--- src/rtl/ccc_pkg.sv ---
// package: register map, field layout, calendar limits and timing for the calendar clock core
package ccc_pkg;

   // register bus
   localparam int ADDR_W = 3;
   localparam int DATA_W = 16;
   localparam logic [ADDR_W-1:0] REG_CFG = 3'h0;
   localparam logic [ADDR_W-1:0] REG_VAL_HIGH = 3'h1;
   localparam logic [ADDR_W-1:0] REG_VAL_LOW = 3'h2;
   localparam logic [ADDR_W-1:0] REG_ALM_HIGH = 3'h3;
   localparam logic [ADDR_W-1:0] REG_ALM_LOW = 3'h4;
   localparam logic [ADDR_W-1:0] REG_ALM_SETUP = 3'h5;
   localparam logic [ADDR_W-1:0] REG_KEY = 3'h6;
   localparam logic [ADDR_W-1:0] REG_PIN_CFG = 3'h7;

   // calib_config_register, alarm setup and pin config fields
   localparam int BIT_RUN = 15;
   localparam int BIT_UNLOCK = 13;
   localparam int BIT_OE = 10;
   localparam int PTR_MSB = 9;
   localparam int PTR_LSB = 8;
   localparam int TRIM_MSB = 7;
   localparam int ALM_CTRL_LSB = 10;
   localparam int ALM_EN_BIT = 5;
   localparam int PIN_SEL_BIT = 0;

   // window pointer codes
   localparam logic [1:0] PTR_MIN_SEC = 2'h0;
   localparam logic [1:0] PTR_WDAY_HOUR = 2'h1;
   localparam logic [1:0] PTR_MONTH_DAY = 2'h2;
   localparam logic [1:0] PTR_YEAR = 2'h3;

   // unlock key pair
   localparam logic [7:0] KEY_FIRST = 8'h55;
   localparam logic [7:0] KEY_SECOND = 8'haa;

   // bcd field masks and limits
   localparam logic [7:0] MASK_SEC = 8'h7f;
   localparam logic [7:0] MASK_MIN = 8'h7f;
   localparam logic [7:0] MASK_HOUR = 8'h3f;
   localparam logic [7:0] MASK_WDAY = 8'h07;
   localparam logic [7:0] MASK_DAY = 8'h3f;
   localparam logic [7:0] MASK_MONTH = 8'h1f;
   localparam logic [7:0] MASK_YEAR = 8'hff;
   localparam logic [7:0] BCD_ZERO = 8'h00;
   localparam logic [7:0] BCD_ONE = 8'h01;
   localparam logic [7:0] SEC_LAST = 8'h59;
   localparam logic [7:0] MIN_LAST = 8'h59;
   localparam logic [7:0] HOUR_LAST = 8'h23;
   localparam logic [7:0] WDAY_LAST = 8'h06;
   localparam logic [7:0] MONTH_LAST = 8'h12;
   localparam logic [7:0] YEAR_LAST = 8'h99;
   localparam logic [7:0] TRIM_SECOND = 8'h00;

   // crystal timing
   localparam int XTAL_HZ = 32768;
   localparam int CNT_W = 16;
   localparam int TRIM_STEP = 4;
   localparam int SYNC_WINDOW_DEF = 32;

   typedef struct packed {
      logic [7:0] year;
      logic [7:0] month;
      logic [7:0] day;
      logic [7:0] wday;
      logic [7:0] hour;
      logic [7:0] minute;
      logic [7:0] second;
   } ccc_time_t;

   typedef struct packed {
      logic [7:0] month;
      logic [7:0] day;
      logic [7:0] wday;
      logic [7:0] hour;
      logic [7:0] minute;
      logic [7:0] second;
   } ccc_alarm_t;

   // saturday 2000-01-01 00:00:00
   localparam ccc_time_t TIME_RESET = '{8'h00, 8'h01, 8'h01, 8'h06, 8'h00, 8'h00, 8'h00};

   typedef enum logic [1:0] {KEY_IDLE, KEY_GOT_FIRST, KEY_ARMED} ccc_key_t;

endpackage

--- src/rtl/ccc_core.sv ---
// calendar clock core: registers, windows, write lock, calendar and output pin
//
// Operation
// - calendar runs 2000-01-01 through 2099-12-31
// - hours count 00 to 23
// - leap day inserted automatically
// - one-second steps, half-second phase visible
// - all time and alarm fields BCD
// - value pointer selects the value pair
// - value pointer counts down to 00
// - alarm pointer selects the alarm pair
// - alarm pointer counts down on high access
// - reads of either byte decrement pointer
// - time writes need value_write_unlock set
// - unlock set only right after key pair
// - run enable writable only when unlocked
// - locked value window writes are dropped
// - rollover pending flag read-only status
// - half-second phase, cleared by seconds write
// - pin output enable gates the pin
// - eight-bit drift trim applied automatically
// - config register cleared only by power-on
// - timing from 32.768 kHz crystal
// - signed trim, four pulses per step
// - pin source: seconds clock or alarm
`timescale 1ns/1ps
module ccc_core
   import ccc_pkg::*;
#(
   parameter int SEC_CYC = XTAL_HZ,
   parameter int SYNC_WINDOW = SYNC_WINDOW_DEF
)(
   input wire logic sys_clk,
   input wire logic srst,
   input wire logic por,
   input wire logic xtal_clk,
   input wire logic [ADDR_W-1:0] addr,
   input wire logic [DATA_W-1:0] wdata,
   input wire logic wr,
   input wire logic rd,
   output logic [DATA_W-1:0] rdata,
   output logic rtc_pin,
   output logic rtc_pin_oe_n
);

   // configuration, cleared by power-on only
   logic run_en;
   logic wr_unlock;
   logic pin_oe;
   logic [1:0] val_ptr;
   logic [7:0] trim;

   // alarm setup and pin select
   logic [5:0] alm_ctrl;
   logic [1:0] alm_ptr;
   logic [7:0] alm_rpt;
   logic pin_sel;
   ccc_alarm_t alm;

   ccc_time_t tm;
   ccc_time_t next_time;
   ccc_key_t key_state;

   logic half_phase;
   logic sec_tick;
   logic near_roll;
   logic alarm_pulse;
   logic restart;

   logic wr_cfg;
   logic wr_val_hi;
   logic wr_val_lo;
   logic rd_val_hi;
   logic rd_val_lo;
   logic wr_alm_hi;
   logic wr_alm_lo;
   logic rd_alm_hi;
   logic rd_alm_lo;
   logic wr_alm_setup;
   logic wr_key;
   logic wr_pin;

   assign wr_cfg = wr && (addr == REG_CFG);
   assign wr_val_hi = wr && (addr == REG_VAL_HIGH);
   assign wr_val_lo = wr && (addr == REG_VAL_LOW);
   assign rd_val_hi = rd && (addr == REG_VAL_HIGH);
   assign rd_val_lo = rd && (addr == REG_VAL_LOW);
   assign wr_alm_hi = wr && (addr == REG_ALM_HIGH);
   assign wr_alm_lo = wr && (addr == REG_ALM_LOW);
   assign rd_alm_hi = rd && (addr == REG_ALM_HIGH);
   assign rd_alm_lo = rd && (addr == REG_ALM_LOW);
   assign wr_alm_setup = wr && (addr == REG_ALM_SETUP);
   assign wr_key = wr && (addr == REG_KEY);
   assign wr_pin = wr && (addr == REG_PIN_CFG);

   // seconds write restarts the second
   assign restart = wr_val_lo && wr_unlock && (val_ptr == PTR_MIN_SEC);

   function automatic logic [7:0] bcd_inc(input logic [7:0] v);
      if (v[3:0] == 4'h9)
         return {v[7:4] + 4'h1, 4'h0};
      else
         return {v[7:4], v[3:0] + 4'h1};
   endfunction

   // every fourth year of the century, 2000 included
   function automatic logic is_leap(input logic [7:0] y);
      if (y[4])
         return (y[3:0] == 4'h2) || (y[3:0] == 4'h6);
      else
         return (y[3:0] == 4'h0) || (y[3:0] == 4'h4) || (y[3:0] == 4'h8);
   endfunction

   function automatic logic [7:0] last_day(input logic [7:0] m, input logic [7:0] y);
      case (m)
         8'h02: return is_leap(y) ? 8'h29 : 8'h28;
         8'h04, 8'h06, 8'h09, 8'h11: return 8'h30;
         default: return 8'h31;
      endcase
   endfunction

   function automatic logic [7:0] pick(input logic [1:0] p, input logic [7:0] b0,
                                       input logic [7:0] b1, input logic [7:0] b2,
                                       input logic [7:0] b3);
      case (p)
         PTR_MIN_SEC: return b0;
         PTR_WDAY_HOUR: return b1;
         PTR_MONTH_DAY: return b2;
         default: return b3;
      endcase
   endfunction

   ccc_tick_gen #(
      .SEC_CYC(SEC_CYC),
      .SYNC_WINDOW(SYNC_WINDOW)
   ) u_tick (
      .sys_clk(sys_clk),
      .srst(srst || por),
      .run(run_en),
      .xtal_clk(xtal_clk),
      .restart(restart),
      .trim_now(tm.second == TRIM_SECOND),
      .trim(trim),
      .half_phase(half_phase),
      .sec_tick(sec_tick),
      .near_roll(near_roll)
   );

   // key sequence: 55h then aah, unlock only on the very next cycle
   always_ff @(posedge sys_clk)
   begin
      if (srst || por)
         key_state <= KEY_IDLE;
      else
      begin
         case (key_state)
            KEY_IDLE:
               if (wr_key && wdata[7:0] == KEY_FIRST)
                  key_state <= KEY_GOT_FIRST;
            KEY_GOT_FIRST:
               if (wr_key && wdata[7:0] == KEY_SECOND)
                  key_state <= KEY_ARMED;
               else if (wr_key && wdata[7:0] == KEY_FIRST)
                  key_state <= KEY_GOT_FIRST;
               else if (wr || rd)
                  key_state <= KEY_IDLE;
            KEY_ARMED:
               key_state <= KEY_IDLE;
            default:
               key_state <= KEY_IDLE;
         endcase
      end
   end

   // configuration register, untouched by srst
   always_ff @(posedge sys_clk)
   begin
      if (por)
      begin
         run_en <= 1'b0;
         wr_unlock <= 1'b0;
         pin_oe <= 1'b0;
         val_ptr <= PTR_MIN_SEC;
         trim <= '0;
      end
      else if (wr_cfg)
      begin
         if (wr_unlock)
            run_en <= wdata[BIT_RUN];
         if (!wdata[BIT_UNLOCK])
            wr_unlock <= 1'b0;
         else if (key_state == KEY_ARMED)
            wr_unlock <= 1'b1;
         pin_oe <= wdata[BIT_OE];
         val_ptr <= wdata[PTR_MSB:PTR_LSB];
         trim <= wdata[TRIM_MSB:0];
      end
      else if ((rd_val_hi || rd_val_lo || wr_val_hi) && val_ptr != PTR_MIN_SEC)
         val_ptr <= val_ptr - 2'h1;
   end

   // calendar roll, all fields bcd
   always_comb
   begin
      next_time = tm;
      if (tm.second == SEC_LAST)
      begin
         next_time.second = BCD_ZERO;
         if (tm.minute == MIN_LAST)
         begin
            next_time.minute = BCD_ZERO;
            if (tm.hour == HOUR_LAST)
            begin
               next_time.hour = BCD_ZERO;
               next_time.wday = (tm.wday == WDAY_LAST) ? BCD_ZERO : bcd_inc(tm.wday);
               if (tm.day == last_day(tm.month, tm.year))
               begin
                  next_time.day = BCD_ONE;
                  if (tm.month == MONTH_LAST)
                  begin
                     next_time.month = BCD_ONE;
                     next_time.year = (tm.year == YEAR_LAST) ? BCD_ZERO : bcd_inc(tm.year);
                  end
                  else
                     next_time.month = bcd_inc(tm.month);
               end
               else
                  next_time.day = bcd_inc(tm.day);
            end
            else
               next_time.hour = bcd_inc(tm.hour);
         end
         else
            next_time.minute = bcd_inc(tm.minute);
      end
      else
         next_time.second = bcd_inc(tm.second);
   end

   // time registers: locked writes dropped, writes win over a tick
   always_ff @(posedge sys_clk)
   begin
      if (srst || por)
         tm <= TIME_RESET;
      else if (wr_val_hi && wr_unlock)
      begin
         case (val_ptr)
            PTR_MIN_SEC: tm.minute <= wdata[7:0] & MASK_MIN;
            PTR_WDAY_HOUR: tm.wday <= wdata[7:0] & MASK_WDAY;
            PTR_MONTH_DAY: tm.month <= wdata[7:0] & MASK_MONTH;
            default: tm <= tm;
         endcase
      end
      else if (wr_val_lo && wr_unlock)
      begin
         case (val_ptr)
            PTR_MIN_SEC: tm.second <= wdata[7:0] & MASK_SEC;
            PTR_WDAY_HOUR: tm.hour <= wdata[7:0] & MASK_HOUR;
            PTR_MONTH_DAY: tm.day <= wdata[7:0] & MASK_DAY;
            default: tm.year <= wdata[7:0] & MASK_YEAR;
         endcase
      end
      else if (sec_tick)
         tm <= next_time;
   end

   // alarm setup and alarm values
   always_ff @(posedge sys_clk)
   begin
      if (srst || por)
      begin
         alm_ctrl <= '0;
         alm_ptr <= PTR_MIN_SEC;
         alm_rpt <= '0;
         alm <= '0;
      end
      else if (wr_alm_setup)
      begin
         alm_ctrl <= wdata[DATA_W-1:ALM_CTRL_LSB];
         alm_ptr <= wdata[PTR_MSB:PTR_LSB];
         alm_rpt <= wdata[TRIM_MSB:0];
      end
      else
      begin
         if (wr_alm_hi)
         begin
            case (alm_ptr)
               PTR_MIN_SEC: alm.minute <= wdata[7:0] & MASK_MIN;
               PTR_WDAY_HOUR: alm.wday <= wdata[7:0] & MASK_WDAY;
               PTR_MONTH_DAY: alm.month <= wdata[7:0] & MASK_MONTH;
               default: alm <= alm;
            endcase
         end
         else if (wr_alm_lo)
         begin
            case (alm_ptr)
               PTR_MIN_SEC: alm.second <= wdata[7:0] & MASK_SEC;
               PTR_WDAY_HOUR: alm.hour <= wdata[7:0] & MASK_HOUR;
               PTR_MONTH_DAY: alm.day <= wdata[7:0] & MASK_DAY;
               default: alm <= alm;
            endcase
         end
         if ((rd_alm_hi || rd_alm_lo || wr_alm_hi) && alm_ptr != PTR_MIN_SEC)
            alm_ptr <= alm_ptr - 2'h1;
      end
   end

   always_ff @(posedge sys_clk)
   begin
      if (srst || por)
         pin_sel <= 1'b0;
      else if (wr_pin)
         pin_sel <= wdata[PIN_SEL_BIT];
   end

   // alarm pulse lasts the matching second
   always_ff @(posedge sys_clk)
   begin
      if (srst || por)
         alarm_pulse <= 1'b0;
      else
         alarm_pulse <= run_en && alm_ctrl[ALM_EN_BIT] && tm.second == alm.second
                        && tm.minute == alm.minute && tm.hour == alm.hour;
   end

   // output pin, seconds clock high in the first half
   always_ff @(posedge sys_clk)
   begin
      if (srst || por)
      begin
         rtc_pin <= 1'b0;
         rtc_pin_oe_n <= 1'b1;
      end
      else
      begin
         rtc_pin <= pin_oe && (pin_sel ? !half_phase : alarm_pulse);
         rtc_pin_oe_n <= !pin_oe;
      end
   end

   // read data in the cycle after the strobe only
   always_ff @(posedge sys_clk)
   begin
      if (srst || por || !rd)
         rdata <= '0;
      else
      begin
         case (addr)
            REG_CFG:
               rdata <= {run_en, 1'b0, wr_unlock, near_roll, half_phase, pin_oe,
                         val_ptr, trim};
            REG_VAL_HIGH:
               rdata <= {8'h00, pick(val_ptr, tm.minute, tm.wday, tm.month, BCD_ZERO)};
            REG_VAL_LOW:
               rdata <= {8'h00, pick(val_ptr, tm.second, tm.hour, tm.day, tm.year)};
            REG_ALM_HIGH:
               rdata <= {8'h00, pick(alm_ptr, alm.minute, alm.wday, alm.month, BCD_ZERO)};
            REG_ALM_LOW:
               rdata <= {8'h00, pick(alm_ptr, alm.second, alm.hour, alm.day, BCD_ZERO)};
            REG_ALM_SETUP:
               rdata <= {alm_ctrl, alm_ptr, alm_rpt};
            REG_PIN_CFG:
               rdata <= {15'h0000, pin_sel};
            default:
               rdata <= '0;
         endcase
      end
   end

endmodule

--- src/rtl/ccc_tick_gen.sv ---
// crystal edge counter giving half-second phase, second tick and rollover window
`timescale 1ns/1ps
module ccc_tick_gen
   import ccc_pkg::*;
#(
   parameter int SEC_CYC = XTAL_HZ,
   parameter int SYNC_WINDOW = SYNC_WINDOW_DEF
)(
   input wire logic sys_clk,
   input wire logic srst,
   input wire logic run,
   input wire logic xtal_clk,
   input wire logic restart,
   input wire logic trim_now,
   input wire logic [7:0] trim,
   output logic half_phase,
   output logic sec_tick,
   output logic near_roll
);

   logic xtal_prev;
   logic xtal_edge;
   logic [CNT_W-1:0] cnt;
   logic [CNT_W-1:0] period;

   // positive trim shortens the trimmed second, negative lengthens it
   function automatic logic [CNT_W-1:0] second_len(input logic apply, input logic [7:0] t);
      int len;
      len = SEC_CYC;
      if (apply)
         len = SEC_CYC - TRIM_STEP * int'($signed(t));
      return CNT_W'(len);
   endfunction

   assign xtal_edge = xtal_clk & ~xtal_prev;
   assign period = second_len(trim_now, trim);

   always_ff @(posedge sys_clk)
   begin
      if (srst)
         xtal_prev <= 1'b0;
      else
         xtal_prev <= xtal_clk;
   end

   // one second is SEC_CYC crystal edges, trimmed once a minute
   always_ff @(posedge sys_clk)
   begin
      if (srst || restart)
      begin
         cnt <= '0;
         sec_tick <= 1'b0;
      end
      else if (run && xtal_edge)
      begin
         if (cnt >= period - CNT_W'(1))
         begin
            cnt <= '0;
            sec_tick <= 1'b1;
         end
         else
         begin
            cnt <= cnt + CNT_W'(1);
            sec_tick <= 1'b0;
         end
      end
      else
         sec_tick <= 1'b0;
   end

   always_ff @(posedge sys_clk)
   begin
      if (srst || restart)
      begin
         half_phase <= 1'b0;
         near_roll <= 1'b0;
      end
      else
      begin
         half_phase <= (cnt >= CNT_W'(SEC_CYC / 2));
         near_roll <= run && (cnt + CNT_W'(SYNC_WINDOW) >= period);
      end
   end

endmodule

--- config.mk ---
export PLATFORM = sky130hd
export DESIGN_NAME = ccc_core
export DESIGN_NICKNAME = d
export VERILOG_FILES = /design/src/rtl/ccc_pkg.sv /design/src/rtl/ccc_core.sv /design/src/rtl/ccc_tick_gen.sv
export SDC_FILE = /design/constraint.sdc
export NUM_CORES = 1
export LEC_CHECK = 0
export ABC_CLOCK_PERIOD_IN_PS = 3300
export BUFFER_PORTS_ARGS = -buffer_cell sky130_fd_sc_hd__buf_2
export CAP_MARGIN = 20
export CORE_MARGIN = 5
export CORE_UTILIZATION = 57
export DETAILED_ROUTE_END_ITERATION = 8
export PLACE_DENSITY_LB_ADDON = 0.25
export SETUP_SLACK_MARGIN = 0.15
export SYNTH_ARGS = -nofsm -noshare
export SYNTH_HDL_FRONTEND = slang
export SYNTH_SLANG_ARGS = --single-unit
--- constraint.sdc ---
create_clock -name sys_clk -period 3.3 [get_ports sys_clk]
set_input_delay 0.66 -clock sys_clk [delete_from_list [all_inputs] [get_ports sys_clk]]
set_output_delay 0.66 -clock sys_clk [all_outputs]
set_load 0.01 [all_outputs]
==> results of run 1 <==
worst paths after layout:
path | startpoint | endpoint | slack, ps | cells past startpoint
worst min-delay path | alm_rpt[5]$_SDFFE_PP0P_ | alm_rpt[5]$_SDFFE_PP0P_ | 460 | 2
worst min register to register | alm_rpt[5]$_SDFFE_PP0P_ | alm_rpt[5]$_SDFFE_PP0P_ | 460 | 2
worst max-delay path | trim[3]$_SDFFE_PP0P_ | u_tick.cnt[6]$_SDFFE_PP0P_ | -5 | 13
worst max register to register | trim[3]$_SDFFE_PP0P_ | u_tick.cnt[6]$_SDFFE_PP0P_ | -5 | 13
worst max-delay path: stages, from the launching register on:
cell and delay, ps:
dfxtp_1 310, or4_4 570, or3_4 390, nand3_2 90, nand4_1 160, a21oi_2 190
a21boi_1 90, ha_1 310, nand4_1 150, or2_4 260, o221a_4 270, nand2b_4 210
nand2_8 150, nor2_2 50
cell usage after synthesis (3+ instances only):
cell,count
a31oi_1,10
o21ai_1,4
xnor2_1,20
o41ai_1,4
nand3_1,56
inv_1,45
a221oi_1,7
nand2b_1,11
o211a_1,4
o31ai_1,10
nor3b_1,8
a21oi_1,106
mux2i_1,29
o211ai_1,7
a21boi_0,5
nor3_1,23
and2_1,8
nand2_1,154
nor4_1,11
clkbuf_1,63
a22o_1,5
or3_1,11
nor2_1,115
a211oi_1,16
xor2_1,35
nand3b_1,10
ha_1,64
buf_1,6
a21o_1,11
nor2b_1,10
a22oi_1,13
a222oi_1,26
nand4_1,21
or2_2,7
a31o_2,3
o21a_1,7
o21ai_0,51
or4_1,10
dfxtp_1,161
nand4b_1,4
and3b_1,5
o221ai_1,4
and3_1,15
cells by family after synthesis:
group                      count (synthesis)  share of synthesized area, %
AOI/OAI and AO/OA                        322                          22.1
xor gates and xnor gates                  55                          4.91
adders and majority gates                 64                          8.16
buffers and inverters                    117                          4.60
DFF                                      161                          32.8
muxes                                     29                          2.96
and+or+nand+nor                          489                          24.4
sequential cells by signal (all words and copies together) (netlist names), 2 cells and up:
signal      flops
key_state       2
tm             56
alm_rpt         8
trim            8
u_tick.cnt     16
alm_ptr         2
val_ptr         2
rdata          16
alm            34
alm_ctrl        6
layout make-up:
| cell class | instances | share of cell area (%) |
|---|---|---|
| Multi-Input combinational cell | 960 | 56.5 |
| Sequential cell | 161 | 28.8 |
| Timing Repair Buffer | 96 | 5.50 |
| Clock buffer | 21 | 4.20 |
| Tap cell | 225 | 2.52 |
| Inverter | 45 | 1.51 |
| Clock inverter | 10 | 0.984 |
what timing repair did:
action | 4_1_cts | 5_1_grt
endpoints found under the setup margin | 13 | 23
pin swaps | 19 | 3
gates cloned | 1 | 0
gates resized for setup | 14 | 12
buffers inserted | 2 | 0
power breakdown:
part	total [mW]	leakage (nW)	internal, mW	switching (mW)
Combinational	0.391	2.83	0.133	0.257
Sequential	1.96	1.30	1.95	0.00783
Clock	1.96	0.277	1.16	0.800
stage by stage:
step	hold WS (ps)	instance area (um2)	setup TNS, ps
finish	456	11200	-11.2
global route	463	11200	-1950
CTS	447	11100	0
detailed placement	435	10500	0
global placement	426	10500	0
floorplan	391	9890	0
metal layers:
layer / GRT usage [%] / up-vias / wire length [um]
li1: - / 4595 / -
met1: 39.5 / 4604 / 12600
met2: 50.6 / 590 / 14400
met3: 6.14 / 148 / 2910
met4: 16.1 / 0 / 1850
met5: 0 / - / 0
==> impl_metrics.json, run 1 <==
{
  "status": "finished, violations left",
  "violations": "negative setup slack",
  "hold_buffers": 0,
  "grt_overflow_total": 0,
  "track_usage_pct": 31.2,
  "initialDrtViolationCount": 1559,
  "finalNonFillerCells": 1518,
  "synth_area_um2": 9810,
  "die-area_um2": 19900,
  "antenna_cells": 0,
  "relSlewSlack_pct": 33.9,
  "die_x_um": 141,
  "htreeDepth": 4,
  "seqCellArea_um2": 3220,
  "synth_top_area_cell": "dfxtp_1",
  "synth-edff-count": 0,
  "die_h_um": 141,
  "power_density_nw_per_um2": 386,
  "utilization_pct": 65.4,
  "finalHoldViolations": 0,
  "cp_data_required_time_ps": 3610,
  "async_reset_ff_share_pct": 0,
  "antenna_found_initial": 0,
  "drc": 0,
  "hold_class": "reg -> reg",
  "synth_top_flop_cell": "dfxtp_1",
  "dp_slack_ps": 19.7,
  "period_share_pct": 100,
  "worstSetupPathType": "reg -> reg",
  "synth_area_leaders": "dfxtp_1 33%, ha_1 8.2%, nand2_1 5.9%, a21oi_1 5.4%, nor2_1 4.4%",
  "wirelength_um": 31700,
  "portBuffers": 42,
  "arrival_ps": 3620,
  "grt_start_max_net_pins": 49,
  "final_cell_mix": "160 x dfxtp_1, 153 x nand2_1, 101 x a21oi_1, 100 x nor2_1, 64 x ha_1",
  "crit_fanout": 6,
  "max_freq_ghz": 0.303,
  "syn_avg_cell_area_um2": 7.93,
  "post-place-cells": 1483,
  "wl_per_cell_um": 20.9,
  "cts_tree": "built",
  "areaGrowthSynthToFinish_pct": 14.0,
  "clockBufferDepth": 2,
  "finalPower_mw": 4.31,
  "leakage_nw": 4.41,
  "synth_top_area_share_pct": 32.8,
  "n_fill_cell": 1453,
  "initial_core_util_pct": 57.3,
  "fin_worst_skew_ps": 6.38,
  "clk_latency_ps": 420,
  "tightest_slew_ps": 990,
  "grt_pass1_vias": 9167,
  "drive_above_1_share_pct": 13.9,
  "place.gp.congestion": 1.02,
  "synthesis.nets": 1326,
  "ys_ff_latch": 161,
  "ir_worst_vdd_mv": 0.345,
  "numCtsBuffers": 17,
  "io_pins": 43,
  "core_region_area_um2": 17100,
  "num_rows": 48,
  "fin_crit_ps": 3310,
  "synthCells": 1237,
  "first_pass_iters": 9,
  "final_common_cell": "dfxtp_1",
  "viasPerCell": 6.55,
  "ant_nets": 0,
  "clockRootBuffer": "clkbuf_16",
  "num_vias": 9937,
  "rsz0062_at_grt": "yes",
  "ys_seq_area_share_pct": 32.8,
  "dp_hpwl_um": 22500,
  "drv_cap": 0,
  "fin_ws_ps": -5.08,
  "critPathLaunchType": "flip-flop",
  "multi_input_comb_area_um2": 6320,
  "setup_viol": 3,
  "cp-end-kind": "flip-flop",
  "grt_pass1_wl_um": 49600,
  "clk_pin_slew_worst_paths_ps": 60,
  "slew_violations": 0,
  "synth_cell_type_count": 77,
  "cts_sinks": 161,
  "synth_warnings": 0,
  "nNetsFinal": 1370
}
Note: power is estimated with default switching activity, not from simulation.
==> inputs of run 2 (changes only) <==
- ABC_CLOCK_PERIOD_IN_PS: 3300 -> default
- SYNTH_HIERARCHICAL: default -> 1
==> run 2 against run 1 <==
Effect of this change:
- the run now ends clean
- maximum frequency is 8.4% higher
- final cell count is 3.7% higher
- critical path depth is 1 lower
- register-to-register slack better by 260 ps
- setup slack better by 260 ps
- power is 1.3% higher
- area after synthesis is 2.5% higher
- largest power group is now the clock network
==> impl_metrics.json, run 2 <==
{
  "ys_ff_latch": 161,
  "clockBufferDepth": 2,
  "critPathLaunchType": "flip-flop",
  "status": "completed",
  "largest_reg_flops": 56,
  "synth_warnings": 6,
  "crit_top_cell": "buf_4",
  "synth_common_cells": "190 x nand2_1, 161 x dfxtp_1, 124 x a21oi_1, 102 x nor2_1, 77 x nand3_1",
  "hold_class": "reg -> reg",
  "slew_violations": 0,
  "finalHoldViolations": 0,
  "grt_pass1_wl_um": 48700,
  "numCtsBuffers": 17,
  "period_share_pct": 92.4,
  "num_rows": 48,
  "wirelength_um": 30500,
  "synth_area_leaders": "dfxtp_1 32%, ha_1 8.1%, nand2_1 7.1%, a21oi_1 6.2%, nand3_1 3.8%",
  "htreeDepth": 4,
  "yosysMostFrequentCell": "nand2_1",
  "first_pass_iters": 7,
  "clk_latency_ps": 430,
  "synth_area_um2": 10100,
  "n_fill_cell": 1476,
  "crit_fanout": 7,
  "clk_pin_slew_worst_paths_ps": 70,
  "synth_top_area_share_pct": 32.0,
  "worstSetupPathType": "reg -> reg",
  "grt_overflow_total": 0,
  "fin_ws_ps": 252,
  "place.gp.congestion": 0.997,
  "num_vias": 10112,
  "cp_num_buf_inv": 2,
  "synthCells": 1309,
  "cts_sinks": 161,
  "areaGrowthSynthToFinish_pct": 12.0,
  "die_h_um": 143,
  "hold_path_depth": 2,
  "antenna_cells": 0,
  "power.switching_mw": 1.20,
  "track_usage_pct": 29.8,
  "viasPerCell": 6.42,
  "drv_cap": 0,
  "grt_start_max_net_pins": 63,
  "setup_viol": 0,
  "rsz0062_at_grt": "no",
  "crit_path_max_incr_delay_ps": 440,
  "die-area_um2": 20400,
  "dp_hpwl_um": 21800,
  "synth_cell_type_count": 77,
  "hold_buffers": 0,
  "switching_share_pct": 27.4,
  "power_frac_clock_pct": 46.1,
  "drc": 0,
  "reg2reg_to": "u_tick/sec_tick$_SDFF_PP0_",
  "core_region_area_um2": 17300,
  "drive_above_1_share_pct": 12.2,
  "cp-end-kind": "flip-flop",
  "dp_slack_ps": 82.2,
  "tightest_slew_ps": 827,
  "ys_seq_area_share_pct": 32.0,
  "critical_path.cell_chain": "nor3_4, nand2_2, or3_4, o31ai_4, a31oi_4, o32a_1, ha_4, nand2_1, o41a_1, buf_4, buf_4, nor3_1",
  "initialDrtViolationCount": 1277,
  "portBuffers": 42,
  "synthesis.nets": 1399,
  "clockRootBuffer": "clkbuf_16",
  "io_pins": 43,
  "relSlewSlack_pct": 43.4,
  "r2r-start": "trim[4]$_SDFFE_PP0P_",
  "final_cell_mix": "190 x nand2_1, 158 x dfxtp_1, 123 x a21oi_1, 102 x nor2_1, 75 x nand3_1",
  "rr_worst_depth": 12,
  "leakage_nw": 4.18,
  "ir_worst_vdd_mv": 0.392,
  "arrival_ps": 3400,
  "ant_nets": 0,
  "die_x_um": 143,
  "initial_core_util_pct": 58.2,
  "p_comb_share_pct": 9.1,
  "power_density_nw_per_um2": 388,
  "p_int_mw": 3.17,
  "fin_worst_skew_ps": 11.1,
  "whs_endpoint": "alm_ctrl[3]$_SDFFE_PP0P_",
  "ff2ff_setup_slack_ps": 250,
  "synth-edff-count": 0,
  "hp-start": "alm_ctrl[3]$_SDFFE_PP0P_",
  "max_freq_ghz": 0.328,
  "final_common_cell": "nand2_1",
  "synth_top_area_cell": "dfxtp_1",
  "cp_data_required_time_ps": 3650,
  "synth_top_flop_cell": "dfxtp_1",
  "fin_crit_ps": 3050,
  "cts_tree": "built",
  "async_reset_ff_share_pct": 0,
  "power_frac_seq_pct": 44.8,
  "antenna_found_initial": 0,
  "top_regs": "tm: 56 flops, alm: 34 flops",
  "slowest_stage": "o41a_1",
  "nNetsFinal": 1426,
  "setup-tns-final_ps": 0,
  "regMostFlops": "tm",
  "grt_pass1_vias": 9159,
  "critPathTopFamily": "compound AO/OA/AOI/OAI gates",
  "wl_per_cell_um": 19.4,
  "syn_avg_cell_area_um2": 7.68
}
run 2: cell count changes after synthesis, moves of 7 or more:
cell,previous run,this run
buf_2,1,8
nor2_1,115,102
a21oi_1,106,124
nor4b_1,1,8
clkbuf_1,63,71
o21ai_0,51,64
nand3_1,56,77
nand2_1,154,190
mux2i_1,29,11
run 2: worst max-delay path by stage:
stage                         start                           to  slack (ps)  cells past startpoint
6_report       trim[4]$_SDFFE_PP0P_   u_tick/sec_tick$_SDFF_PP0_         250                     12
4_1_cts        trim[4]$_SDFFE_PP0P_  u_tick/cnt[10]$_SDFFE_PP0P_         160                     14
5_1_grt          tm[4]$_SDFFE_PP0P_   u_tick/cnt[0]$_SDFFE_PP0P_         150                     16
3_3_place_gp     tm[7]$_SDFFE_PP0P_   u_tick/cnt[8]$_SDFFE_PP0P_         190                     12
3_5_place_dp     tm[7]$_SDFFE_PP0P_  u_tick/cnt[13]$_SDFFE_PP0P_          80                     12
2_1_floorplan    tm[0]$_SDFFE_PP0P_   u_tick/cnt[4]$_SDFFE_PP0P_         150                     15
run 2: metrics by stage:
stage / instances / total power [mW] / utilization, % / hold slack (ps) / instance area [um2]
after floorplan: 1309 / 2.26 / - / 391 / 10100
after global placement: 1540 / 2.36 / 61.1 / 429 / 10600
after detailed placement: 1540 / 2.37 / 61.1 / 439 / 10600
after CTS: 1572 / 4.36 / 64.7 / 450 / 11200
after global routing: 1574 / 4.52 / 65.1 / 471 / 11300
final: 1574 / 4.37 / 65.1 / 459 / 11300
run 2: cell type report:
| type | instances | area [um2] | share of cell area (%) |
|---|---|---|---|
| inverters | 46 | 173 | 1.53 |
| flip-flops and latches | 161 | 3230 | 28.7 |
| clock buffers | 18 | 429 | 3.81 |
| well taps | 225 | 282 | 2.50 |
| multi-input cells | 1019 | 6410 | 56.9 |
| clock inverters | 14 | 164 | 1.45 |
| repair buffers | 91 | 582 | 5.16 |
run 2: power groups by stage:
stage	combinational (mW)	clock, mW	sequential [mW]
6_report	0.399	2.01	1.96
5_1_grt	0.428	2.14	1.96
4_1_cts	0.374	2.03	1.96
3_5_place_dp	0.369	0	2.00
3_3_place_gp	0.359	0	2.00
2_1_floorplan	0.256	0	2.00
run 2: repair_timing:
| item | 4_1_cts | 5_1_grt |
|---|---|---|
| endpoints found under the hold margin | 0 | 0 |
| gates cloned | 0 | 0 |
| resized for setup | 3 | 15 |
| buffers inserted | 0 | 2 |
| pin swaps | 2 | 9 |
| endpoints found under the setup margin | 13 | 16 |
run 2: cells by family (layout without fill, tap and decap cells):
kind of cell | Yosys count | count (layout) | synth area share [%]
XOR/XNOR | 54 | 54 | 4.70
AO/OA/AOI/OAI | 339 | 339 | 21.7
adder cells (fa/ha/maj) | 65 | 65 | 8.08
AND/OR/NAND/NOR | 548 | 548 | 27.0
multiplexers | 13 | 13 | 1.32
buffers and inverters | 129 | 169 | 5.14
flip-flops | 161 | 161 | 32.0
run 2: per-layer routing:
metal  vias to the layer above  GRT usage (%)  wire length (um)
li1                       4779              -                 -
met1                      4677           41.1             12800
met2                       549           44.3             13300
met3                       107           6.60              3040
met4                         0           14.2              1350
met5                         -              0                 0
run 2: worst min-delay path, stage by stage, from the launching register on:
cell     delay [ps]
dfxtp_1         310
nand2_1          50
a21oi_1          50
